File: config.mk
export PLATFORM = sky130hd
export DESIGN_NAME = mqf_flag_logic
export DESIGN_NICKNAME = d
export VERILOG_FILES = /design/src/verilog/mqf_pkg.sv /design/src/verilog/mqf_flag_logic.sv /design/src/verilog/mqf_queue_level.sv
export SDC_FILE = /design/constraint.sdc
export NUM_CORES = 1
export LEC_CHECK = 0
export BUFFER_PORTS_ARGS = -buffer_cell sky130_fd_sc_hd__buf_2
export CAP_MARGIN = 20
export CORE_MARGIN = 2
export CORE_UTILIZATION = 55
export CTS_BUF_LIST = sky130_fd_sc_hd__clkbuf_4 sky130_fd_sc_hd__clkbuf_8
export DETAILED_ROUTE_END_ITERATION = 10
export PLACE_DENSITY = 0.7
export REMOVE_ABC_BUFFERS = 1
export SYNTH_ARGS = -nofsm -noshare
export SYNTH_HDL_FRONTEND = slang
export SYNTH_SLANG_ARGS = --single-unit
File: constraint.sdc
create_clock -name aclk -period 4.6 [get_ports aclk]
set_clock_uncertainty 0.2 [all_clocks]
set_input_delay 0.69 -clock aclk [delete_from_list [all_inputs] [get_ports aclk]]
set_output_delay 0.69 -clock aclk [all_outputs]
set_load 0.01 [all_outputs]
File: src/verilog/mqf_pkg.sv
// constants shared by the multi-queue almost flag logic
package mqf_pkg;
  localparam int NUM_Q = 4;
  localparam int Q_W = 2;
  localparam int CNT_W = 14;
  localparam logic [CNT_W-1:0] QUEUE_DEPTH = 14'h2000;
  localparam logic [CNT_W-1:0] AF_OFFSET_RST = 14'h007f;
  localparam logic [CNT_W-1:0] AE_OFFSET_RST = 14'h007f;
  // one flop of skew between the writing and the reading view of a queue
  localparam int FLAG_SYNC_SKEW_CYC = 1;
  localparam int BUS_FLAG_SYNC_SKEW_CYC = 1;
  localparam int AXI_ADDR_W = 4;
  localparam logic [AXI_ADDR_W-1:0] AF_OFFSET_ADDR = 4'h0;
  localparam logic [AXI_ADDR_W-1:0] AE_OFFSET_ADDR = 4'h4;
  localparam logic [AXI_ADDR_W-1:0] STATUS_ADDR = 4'h8;
  localparam logic [1:0] RESP_OKAY = 2'h0;
  localparam logic [1:0] RESP_SLVERR = 2'h2;
  localparam int STAT_AF_POS = 0;
  localparam int STAT_AE_POS = 4;
  localparam int STAT_WRQ_POS = 8;
  localparam int STAT_RDQ_POS = 10;
  localparam int STAT_WRACT_POS = 12;
  localparam int STAT_RDACT_POS = 13;
  localparam int STAT_MASTER_POS = 14;
endpackage

File: src/verilog/mqf_flag_logic.sv
// almost full / almost empty flag logic of a four-queue device
// Notes on behaviour
// - write reaching almost-full drives discrete almost-full low two cycles later.
// - write queue switch updates discrete almost-full flag after two cycles.
// - read leaving almost-full releases flag after skew plus two cycles.
// - read reaching almost-empty drives discrete almost-empty low two cycles later.
// - write leaving almost-empty releases flag after skew plus two cycles.
// - read queue switch makes almost-empty flag show the new queue.
// - device without a write queue keeps almost-full flag undriven.
// - unselected read device keeps almost-empty flag and data undriven.
// - almost-empty bus shows a newly selected device one cycle later.
// - status bus bit n carries queue n of the driving device.
// - at almost-empty bus handover old device releases as new one drives.
// - almost-full bus shows the device selected on the previous cycle.
// - device losing the almost-full bus releases its outputs.
// - read below almost-full raises bus bit after skew plus two cycles.
// - write re-entering almost-full lowers bus bit and discrete flag together.
//
// The AXI4-Lite interface to the registers and the address map are this design's own decisions.
`timescale 1ns/10ps
`default_nettype none
module mqf_flag_logic
  import mqf_pkg::*;
(
  input wire logic aclk,
  input wire logic aresetn,
  input wire logic [AXI_ADDR_W-1:0] s_axi_awaddr,
  input wire logic s_axi_awvalid,
  output logic s_axi_awready,
  input wire logic [31:0] s_axi_wdata,
  input wire logic [3:0] s_axi_wstrb,
  input wire logic s_axi_wvalid,
  output logic s_axi_wready,
  output logic [1:0] s_axi_bresp,
  output logic s_axi_bvalid,
  input wire logic s_axi_bready,
  input wire logic [AXI_ADDR_W-1:0] s_axi_araddr,
  input wire logic s_axi_arvalid,
  output logic s_axi_arready,
  output logic [31:0] s_axi_rdata,
  output logic [1:0] s_axi_rresp,
  output logic s_axi_rvalid,
  input wire logic s_axi_rready,
  input wire logic wr_sel_strobe,
  input wire logic wr_sel_dev,
  input wire logic [Q_W-1:0] wr_sel_queue,
  input wire logic wr_en,
  input wire logic rd_sel_strobe,
  input wire logic rd_sel_dev,
  input wire logic [Q_W-1:0] rd_sel_queue,
  input wire logic rd_en,
  input wire logic af_bus_sel_strobe,
  input wire logic af_bus_sel_dev,
  input wire logic ae_bus_sel_strobe,
  input wire logic ae_bus_sel_dev,
  input wire logic status_bus_expansion_in,
  output logic almost_full_flag_n,
  output logic almost_full_flag_oe,
  output logic almost_empty_flag_n,
  output logic almost_empty_flag_oe,
  output logic data_out_oe,
  output logic [NUM_Q-1:0] almost_full_status_bus,
  output logic almost_full_status_bus_oe,
  output logic [NUM_Q-1:0] almost_empty_status_bus,
  output logic almost_empty_status_bus_oe,
  output logic status_bus_expansion_out
);
  logic [CNT_W-1:0] af_offset_reg;
  logic [CNT_W-1:0] ae_offset_reg;
  logic [Q_W-1:0] wr_q_reg;
  logic [Q_W-1:0] rd_q_reg;
  logic wr_active_reg;
  logic rd_active_reg;
  logic af_bus_own_reg;
  logic ae_bus_own_reg;
  logic strap_s1_reg;
  logic strap_s2_reg;
  logic strap_s3_reg;
  logic strap_done_reg;
  logic master_reg;
  logic [1:0] strap_age_reg;
  logic strap_settle;
  logic af_sel_reg;
  logic af_act_reg;
  logic ae_sel_reg;
  logic ae_act_reg;
  logic [NUM_Q-1:0] af_bus_stage_reg;
  logic [NUM_Q-1:0] ae_bus_stage_reg;
  logic [NUM_Q-1:0] wr_pulse;
  logic [NUM_Q-1:0] rd_pulse;
  logic [NUM_Q-1:0] q_af;
  logic [NUM_Q-1:0] q_ae;
  logic aw_got_reg;
  logic w_got_reg;
  logic [AXI_ADDR_W-1:0] aw_addr_reg;
  logic [31:0] w_data_reg;
  logic [3:0] w_strb_reg;
  logic wr_commit;
  logic [31:0] rd_word;
  logic rd_hit;

  genvar gi;
  generate
    for (gi = 0; gi < NUM_Q; gi++) begin : g_queue
      // events count only for the queue this device has selected
      assign wr_pulse[gi] = wr_en && wr_active_reg && (wr_q_reg == Q_W'(gi));
      assign rd_pulse[gi] = rd_en && rd_active_reg && (rd_q_reg == Q_W'(gi));
      mqf_queue_level u_level (
        .aclk(aclk),
        .aresetn(aresetn),
        .wr_pulse(wr_pulse[gi]),
        .rd_pulse(rd_pulse[gi]),
        .af_offset(af_offset_reg),
        .ae_offset(ae_offset_reg),
        .almost_full(q_af[gi]),
        .almost_empty(q_ae[gi])
      );
    end
  endgenerate

  // queue selection; a write in the select cycle still hits the old queue
  always_ff @(posedge aclk) begin
    if (!aresetn) begin
      wr_q_reg <= '0;
      wr_active_reg <= 1'b0;
    end else if (wr_sel_strobe) begin
      wr_q_reg <= wr_sel_queue;
      wr_active_reg <= wr_sel_dev;
    end
  end

  always_ff @(posedge aclk) begin
    if (!aresetn) begin
      rd_q_reg <= '0;
      rd_active_reg <= 1'b0;
    end else if (rd_sel_strobe) begin
      rd_q_reg <= rd_sel_queue;
      rd_active_reg <= rd_sel_dev;
    end
  end

  // strap is a static pin: three flops, settled once stages two and three agree
  always_ff @(posedge aclk) begin
    if (!aresetn) begin
      strap_s1_reg <= 1'b1;
      strap_s2_reg <= 1'b1;
      strap_s3_reg <= 1'b1;
      strap_age_reg <= 2'h0;
    end else begin
      strap_s1_reg <= status_bus_expansion_in;
      strap_s2_reg <= strap_s1_reg;
      strap_s3_reg <= strap_s2_reg;
      if (strap_age_reg != 2'h3) strap_age_reg <= strap_age_reg + 2'h1;
    end
  end
  // stage reset values agree as well, so wait until the pin has reached stage three
  assign strap_settle = !strap_done_reg && strap_age_reg == 2'h3 && strap_s2_reg == strap_s3_reg;

  always_ff @(posedge aclk) begin
    if (!aresetn) begin
      strap_done_reg <= 1'b0;
      master_reg <= 1'b0;
    end else if (strap_settle) begin
      strap_done_reg <= 1'b1;
      master_reg <= !strap_s3_reg;
    end
  end

  // bus ownership: reset releases both buses; master takes them once the strap settles, a selection strobe wins
  always_ff @(posedge aclk) begin
    if (!aresetn) begin
      af_bus_own_reg <= 1'b0;
    end else if (af_bus_sel_strobe) begin
      af_bus_own_reg <= af_bus_sel_dev;
    end else if (strap_settle) begin
      af_bus_own_reg <= !strap_s3_reg;
    end
  end

  always_ff @(posedge aclk) begin
    if (!aresetn) begin
      ae_bus_own_reg <= 1'b0;
    end else if (ae_bus_sel_strobe) begin
      ae_bus_own_reg <= ae_bus_sel_dev;
    end else if (strap_settle) begin
      ae_bus_own_reg <= !strap_s3_reg;
    end
  end

  // flag and enable move together, two stages after a write or a queue switch
  always_ff @(posedge aclk) begin
    if (!aresetn) begin
      af_sel_reg <= 1'b0;
      af_act_reg <= 1'b0;
      almost_full_flag_n <= 1'b1;
      almost_full_flag_oe <= 1'b0;
    end else begin
      af_sel_reg <= q_af[wr_q_reg];
      af_act_reg <= wr_active_reg;
      almost_full_flag_n <= !af_sel_reg;
      almost_full_flag_oe <= af_act_reg;
    end
  end

  always_ff @(posedge aclk) begin
    if (!aresetn) begin
      ae_sel_reg <= 1'b0;
      ae_act_reg <= 1'b0;
      almost_empty_flag_n <= 1'b1;
      almost_empty_flag_oe <= 1'b0;
      data_out_oe <= 1'b0;
    end else begin
      ae_sel_reg <= q_ae[rd_q_reg];
      ae_act_reg <= rd_active_reg;
      almost_empty_flag_n <= !ae_sel_reg;
      almost_empty_flag_oe <= ae_act_reg;
      data_out_oe <= ae_act_reg;
    end
  end

  // ownership changes on one common edge, so handover never overlaps
  always_ff @(posedge aclk) begin
    if (!aresetn) begin
      af_bus_stage_reg <= '0;
      almost_full_status_bus <= '1;
      almost_full_status_bus_oe <= 1'b0;
    end else begin
      af_bus_stage_reg <= q_af;
      almost_full_status_bus <= ~af_bus_stage_reg;
      almost_full_status_bus_oe <= af_bus_own_reg;
    end
  end

  always_ff @(posedge aclk) begin
    if (!aresetn) begin
      ae_bus_stage_reg <= '0;
      almost_empty_status_bus <= '1;
      almost_empty_status_bus_oe <= 1'b0;
    end else begin
      ae_bus_stage_reg <= q_ae;
      almost_empty_status_bus <= ~ae_bus_stage_reg;
      almost_empty_status_bus_oe <= ae_bus_own_reg;
    end
  end

  // expansion output is left open in direct mode; held low
  always_ff @(posedge aclk) begin
    if (!aresetn) begin
      status_bus_expansion_out <= 1'b0;
    end else begin
      status_bus_expansion_out <= 1'b0;
    end
  end

  // axi4-lite write: address and data taken in either order
  assign wr_commit = aw_got_reg && w_got_reg && !s_axi_bvalid;

  always_ff @(posedge aclk) begin
    if (!aresetn) begin
      s_axi_awready <= 1'b0;
      aw_got_reg <= 1'b0;
      aw_addr_reg <= '0;
    end else if (s_axi_awvalid && s_axi_awready) begin
      s_axi_awready <= 1'b0;
      aw_got_reg <= 1'b1;
      aw_addr_reg <= s_axi_awaddr;
    end else if (wr_commit) begin
      aw_got_reg <= 1'b0;
    end else if (!aw_got_reg && !s_axi_bvalid) begin
      s_axi_awready <= 1'b1;
    end
  end

  always_ff @(posedge aclk) begin
    if (!aresetn) begin
      s_axi_wready <= 1'b0;
      w_got_reg <= 1'b0;
      w_data_reg <= '0;
      w_strb_reg <= '0;
    end else if (s_axi_wvalid && s_axi_wready) begin
      s_axi_wready <= 1'b0;
      w_got_reg <= 1'b1;
      w_data_reg <= s_axi_wdata;
      w_strb_reg <= s_axi_wstrb;
    end else if (wr_commit) begin
      w_got_reg <= 1'b0;
    end else if (!w_got_reg && !s_axi_bvalid) begin
      s_axi_wready <= 1'b1;
    end
  end

  always_ff @(posedge aclk) begin
    if (!aresetn) begin
      s_axi_bvalid <= 1'b0;
      s_axi_bresp <= RESP_OKAY;
    end else if (wr_commit) begin
      s_axi_bvalid <= 1'b1;
      if (aw_addr_reg == AF_OFFSET_ADDR || aw_addr_reg == AE_OFFSET_ADDR) begin
        s_axi_bresp <= RESP_OKAY;
      end else begin
        s_axi_bresp <= RESP_SLVERR;
      end
    end else if (s_axi_bready) begin
      s_axi_bvalid <= 1'b0;
    end
  end

  // thresholds move the flag boundaries of every queue at once
  always_ff @(posedge aclk) begin
    if (!aresetn) begin
      af_offset_reg <= AF_OFFSET_RST;
      ae_offset_reg <= AE_OFFSET_RST;
    end else if (wr_commit) begin
      if (aw_addr_reg == AF_OFFSET_ADDR) begin
        if (w_strb_reg[0]) af_offset_reg[7:0] <= w_data_reg[7:0];
        if (w_strb_reg[1]) af_offset_reg[CNT_W-1:8] <= w_data_reg[CNT_W-1:8];
      end
      if (aw_addr_reg == AE_OFFSET_ADDR) begin
        if (w_strb_reg[0]) ae_offset_reg[7:0] <= w_data_reg[7:0];
        if (w_strb_reg[1]) ae_offset_reg[CNT_W-1:8] <= w_data_reg[CNT_W-1:8];
      end
    end
  end

  // axi4-lite read
  always_comb begin
    rd_word = 32'h0000_0000;
    rd_hit = 1'b1;
    if (s_axi_araddr == AF_OFFSET_ADDR) begin
      rd_word[CNT_W-1:0] = af_offset_reg;
    end else if (s_axi_araddr == AE_OFFSET_ADDR) begin
      rd_word[CNT_W-1:0] = ae_offset_reg;
    end else if (s_axi_araddr == STATUS_ADDR) begin
      rd_word[STAT_AF_POS +: NUM_Q] = q_af;
      rd_word[STAT_AE_POS +: NUM_Q] = q_ae;
      rd_word[STAT_WRQ_POS +: Q_W] = wr_q_reg;
      rd_word[STAT_RDQ_POS +: Q_W] = rd_q_reg;
      rd_word[STAT_WRACT_POS] = wr_active_reg;
      rd_word[STAT_RDACT_POS] = rd_active_reg;
      rd_word[STAT_MASTER_POS] = master_reg;
    end else begin
      rd_hit = 1'b0;
    end
  end

  always_ff @(posedge aclk) begin
    if (!aresetn) begin
      s_axi_arready <= 1'b0;
      s_axi_rvalid <= 1'b0;
      s_axi_rdata <= 32'h0000_0000;
      s_axi_rresp <= RESP_OKAY;
    end else if (s_axi_arvalid && s_axi_arready) begin
      s_axi_arready <= 1'b0;
      s_axi_rvalid <= 1'b1;
      s_axi_rdata <= rd_word;
      s_axi_rresp <= rd_hit ? RESP_OKAY : RESP_SLVERR;
    end else if (s_axi_rvalid) begin
      if (s_axi_rready) begin
        s_axi_rvalid <= 1'b0;
      end
    end else begin
      s_axi_arready <= 1'b1;
    end
  end
endmodule
`default_nettype wire

File: src/verilog/mqf_queue_level.sv
// write-side and read-side fill views of one queue with their almost flags
`timescale 1ns/10ps
`default_nettype none
module mqf_queue_level
  import mqf_pkg::*;
(
  input wire logic aclk,
  input wire logic aresetn,
  input wire logic wr_pulse,
  input wire logic rd_pulse,
  input wire logic [CNT_W-1:0] af_offset,
  input wire logic [CNT_W-1:0] ae_offset,
  output logic almost_full,
  output logic almost_empty
);
  logic wr_sync_reg;
  logic rd_sync_reg;
  logic [CNT_W-1:0] wr_view_reg;
  logic [CNT_W-1:0] rd_view_reg;
  logic [CNT_W-1:0] wr_view_next;
  logic [CNT_W-1:0] rd_view_next;

  // each side sees the other side's events one stage late
  always_ff @(posedge aclk) begin
    if (!aresetn) begin
      wr_sync_reg <= 1'b0;
      rd_sync_reg <= 1'b0;
    end else begin
      // forward only events the own view accepted, so both views stay equal
      wr_sync_reg <= wr_pulse && (wr_view_reg != QUEUE_DEPTH || rd_sync_reg);
      rd_sync_reg <= rd_pulse && (rd_view_reg != 14'h0000 || wr_sync_reg);
    end
  end

  // saturating counts guard against host overruns
  always_comb begin
    wr_view_next = wr_view_reg;
    if (wr_pulse && !rd_sync_reg && wr_view_reg != QUEUE_DEPTH) begin
      wr_view_next = wr_view_reg + 14'h0001;
    end else if (!wr_pulse && rd_sync_reg && wr_view_reg != 14'h0000) begin
      wr_view_next = wr_view_reg - 14'h0001;
    end
    rd_view_next = rd_view_reg;
    if (wr_sync_reg && !rd_pulse && rd_view_reg != QUEUE_DEPTH) begin
      rd_view_next = rd_view_reg + 14'h0001;
    end else if (!wr_sync_reg && rd_pulse && rd_view_reg != 14'h0000) begin
      rd_view_next = rd_view_reg - 14'h0001;
    end
  end

  always_ff @(posedge aclk) begin
    if (!aresetn) begin
      wr_view_reg <= 14'h0000;
      rd_view_reg <= 14'h0000;
    end else begin
      wr_view_reg <= wr_view_next;
      rd_view_reg <= rd_view_next;
    end
  end

  assign almost_full = (wr_view_reg >= (QUEUE_DEPTH - af_offset));
  assign almost_empty = (rd_view_reg <= ae_offset);
endmodule
`default_nettype wire

==> results.md <==
- DR DRC count: 0
- Die width: 171 um
- Post-CTS setup buffer count: 0
- Final nets: 2,198
- Sw Pwr: 1.37 mW
- Largest net degree at the start of global routing: 79
- Outcome: finished clean
- CTS tree: yes
- Largest delay share family, worst path: compound AO/OA/AOI/OAI gates
- Fraction of layout cells with a size suffix above 1: 11.4%
- Die area: 0.0293 sq mm
- Logic pwr share: 14.3%
- Final HPWL DP: 28,300 um
- Final WL: 39,000 um
- Period utilization: 92.3%
- Cells along the critical path: or4_1, nor4_1, buf_4, a21o_1, ha_1, a21o_1, a21oi_1, o21bai_1, a31oi_1, o311a_1, a21oi_1, a21o_1, a21oi_1, mux4_2, nor2_1
- Seq cells post-synth: 233
- Grt total ovfl: 0
- Vias: 13,466
- CTS Root Cell: clkbuf_8
- Worst-Margin Slew: 0.955 ns
- Seq/Total Area, Yosys: 30.4%
- Gpl congestion: 0.875
- Bufs on Longest Clock Path: 3
- IR drop worst, VDD: 0.000259 V
- Area Overhead vs Synth: 11.6%
- Vias in the first global route: 12,801
- Main synth FF type: dfxtp_1
- CP Max Fanout: 7
- Starting density of the core: 55.6%
- Slew HR: 36.2%
- Inst Count DP: 2,270
- Depth of the most critical reg-to-reg path: 15
- Total Neg Setup Slack: 0 ns
- Gr usage total: 26.7%
- Synthesized instance count: 1,837
- Final Instance Count excl. Fillers: 2,346
- Fraction of registers with async set/reset: 0%
- CP startpoint kind: flop
- I/O pins: 123
- Syn_area_per_cell: 8.36 sq um
- Mapped Area: 0.0153 sq mm
- Hold Path End: strap_s1_reg
- Final core occ: 62.0%
- Core area: 0.0276 sq mm
- Warnings, synthesis: 0
- Final setup fails: 0
- Hold violation count in the final report: 0
- PD cells: 297 mW/mm^2
- FF/Latch Area: 0.00466 sq mm
- Chip height: 171 um
- Switch share: 26.9%
- Hold wc startpoint: status_bus_expansion_in
- Pins Over Slew Limit: 0
- CTS Hold Bufs: 0
- Fmax: 236 MHz
- Worst Setup SP: g_queue[3].u_level.rd_view_reg[0]
- DRT Pass-1 Iters: 5
- Max-Cap Viols: 0
- Clock transition at path regs: 0.06 ns
- Reg2Reg Setup Slack: 0.36 ns
- Port buffer count: 82
- Rows: 61
- Initial antenna violation count: 1
- Diodes inserted: 0
- Clk Latency, worst-skew pair: 0.56 ns
- Post-synth EDFFs: 0
- Clock share of power: 43.4%
- Crit. End Element: flop
- HP Class: input pin to flop
- Worst r2r src: g_queue[3].u_level.rd_view_reg[0]
- Reg2reg end: g_queue[3].u_level.rd_view_reg[13]
- Final instance area: 0.0171 sq mm
- Cell count of the worst hold path: 2
- Critical path start-end classification: flop to flop
- # fillers: 2,565
- WP data required: 4.88 ns
- Flop pwr share: 42.3%
- RSZ-0062 raised after global routing: false
- Post-synth cell types: 73
- Final Critical Period: 4.24 ns
- First-pass GRT wire length: 63,200 um
- CTS H-tree depth: 2
- Internal: 3.72 mW
- Static leakage: 7.65 nW
- Wire length per cell: 16.6 um
- Detailed Route Iter0 Violations: 946
- WP buf/inv: 1
- WP data arrival: 4.53 ns
- Vias/cell: 5.74
- Area of the multi-input gates: 0.0101 sq mm
- CP peak stage delay: 0.54 ns
- Clk sink count: 233
- Number of routed nets with antenna violations: 0
- CTS Buf Count: 43
- Slowest cell on the critical path: or4_1
- Post-placement cell area: 0.0162 sq mm
-- cells in the mapped netlist, types with 8 or more instances --
cell,n,area [sq um]
o22ai_1,10,62.6
xnor2_1,76,666
nand2_1,205,769
a211oi_1,16,120
o21ai_0,46,230
a21o_1,48,360
nand2b_1,18,113
dfxtp_1,233,4660
buf_4,22,165
a21oi_1,147,736
or3_1,14,87.6
and4_1,9,78.8
clkbuf_1,46,173
a31oi_1,8,50.1
nor4_1,20,125
o41ai_1,8,70.1
o21a_1,14,105
nand4_1,26,163
inv_1,69,259
xor2_1,19,166
o21bai_1,25,188
mux2i_1,63,631
nor2_1,230,863
nand3_1,45,225
o211ai_1,18,135
mux4_2,9,203
ha_1,186,2330
and3_1,9,56.3
fa_1,8,160
nor2b_1,20,125
a221oi_1,12,105
and2_1,16,100
nor3_1,46,230
-- how the worst max path moves through the flow --
stage | endpoint | slack (ns) | cells past startpoint
6_report | g_queue[3].u_level.rd_view_reg[13] | 0.36 | 15
5_1_grt | g_queue[0].u_level.rd_view_reg[13] | 0.02 | 15
4_1_cts | g_queue[1].u_level.rd_view_reg[12] | 0.38 | 14
3_5_place_dp | g_queue[0].u_level.wr_view_reg[12] | 0.26 | 15
3_3_place_gp | g_queue[0].u_level.wr_view_reg[12] | 0.34 | 15
2_1_floorplan | g_queue[2].u_level.wr_view_reg[12] | 0.68 | 16
-- worst reg2reg max path: cells and delay by family (launching register included) --
| family | cells | cell delay (ns) |
|---|---|---|
| adder cells (fa/ha/maj) | 1 | 0.30 |
| AO/OA/AOI/OAI | 9 | 1.85 |
| flip-flops | 1 | 0.37 |
| multiplexers | 1 | 0.33 |
| buffers and inverters | 1 | 0.19 |
| AND/OR/NAND/NOR | 3 | 0.96 |
-- per-stage QoR --
step / power [mW] / setup slack, ns / hold WS [ns]
2_1_floorplan: 2.71 / 0.680 / 0.143
3_3_place_gp: 2.89 / 0.341 / 0.149
3_5_place_dp: 2.91 / 0.261 / 0.150
4_1_cts: 5.12 / 0.385 / 0.0912
5_1_grt: 5.32 / 0.0247 / 0.117
6_report: 5.09 / 0.355 / 0.110
-- area by class of cell --
type                            instances  share of cell area [%]
Multi-Input combinational cell       1475                    59.1
Sequential cell                       233                    27.2
Clock buffer                           63                    4.77
Timing Repair Buffer                  113                    3.75
Tap cell                              378                    2.76
Inverter                               72                    1.61
Clock inverter                         12                   0.825
-- per-layer routing --
metal | global-route usage [%] | vias to the layer above | share of wire (%)
met5 | 0 | - | 0.031
met4 | 11.3 | 2 | 4.1
li1 | - | 6747 | -
met1 | 33.2 | 6286 | 44
met3 | 4.77 | 110 | 5.3
met2 | 45.3 | 321 | 47
-- cell usage in the layout, fill, tap and decap left out, drive strengths merged, types with 48 or more instances in the layout --
cell      n
mux2i    63
ha      186
buf     113
clkbuf   63
inv      71
xnor2    80
nor3     49
nor2    230
dfxtp   233
a21oi   147
a21o     48
nand2   206
o21ai    51
-- repair_timing --
item | in CTS | in global routing
endpoints found under the setup margin | 0 | 1
endpoints found under the hold margin | 0 | 0
gates resized for setup | 0 | 1
-- logic make-up after synthesis --
| kind of cell | count (synthesis) | synth area share, % |
|---|---|---|
| fa+ha+maj | 196 | 16.3 |
| xor+xnor | 99 | 5.84 |
| compound gates | 403 | 17.0 |
| simple gates | 683 | 20.6 |
| flops | 233 | 30.4 |
| other cells | 1 | 0.0244 |
| buf+inv | 148 | 4.23 |
| mux | 74 | 5.58 |
-- power by group through the flow --
stage / combinational (mW) / sequential (mW) / clock [mW]
floorplan: 0.528 / 2.18 / 0
global placement: 0.698 / 2.19 / 0
detailed placement: 0.714 / 2.19 / 0
CTS: 0.721 / 2.15 / 2.25
global route: 0.814 / 2.16 / 2.35
finish: 0.728 / 2.15 / 2.21
Note: power is estimated with default switching activity, not from simulation.
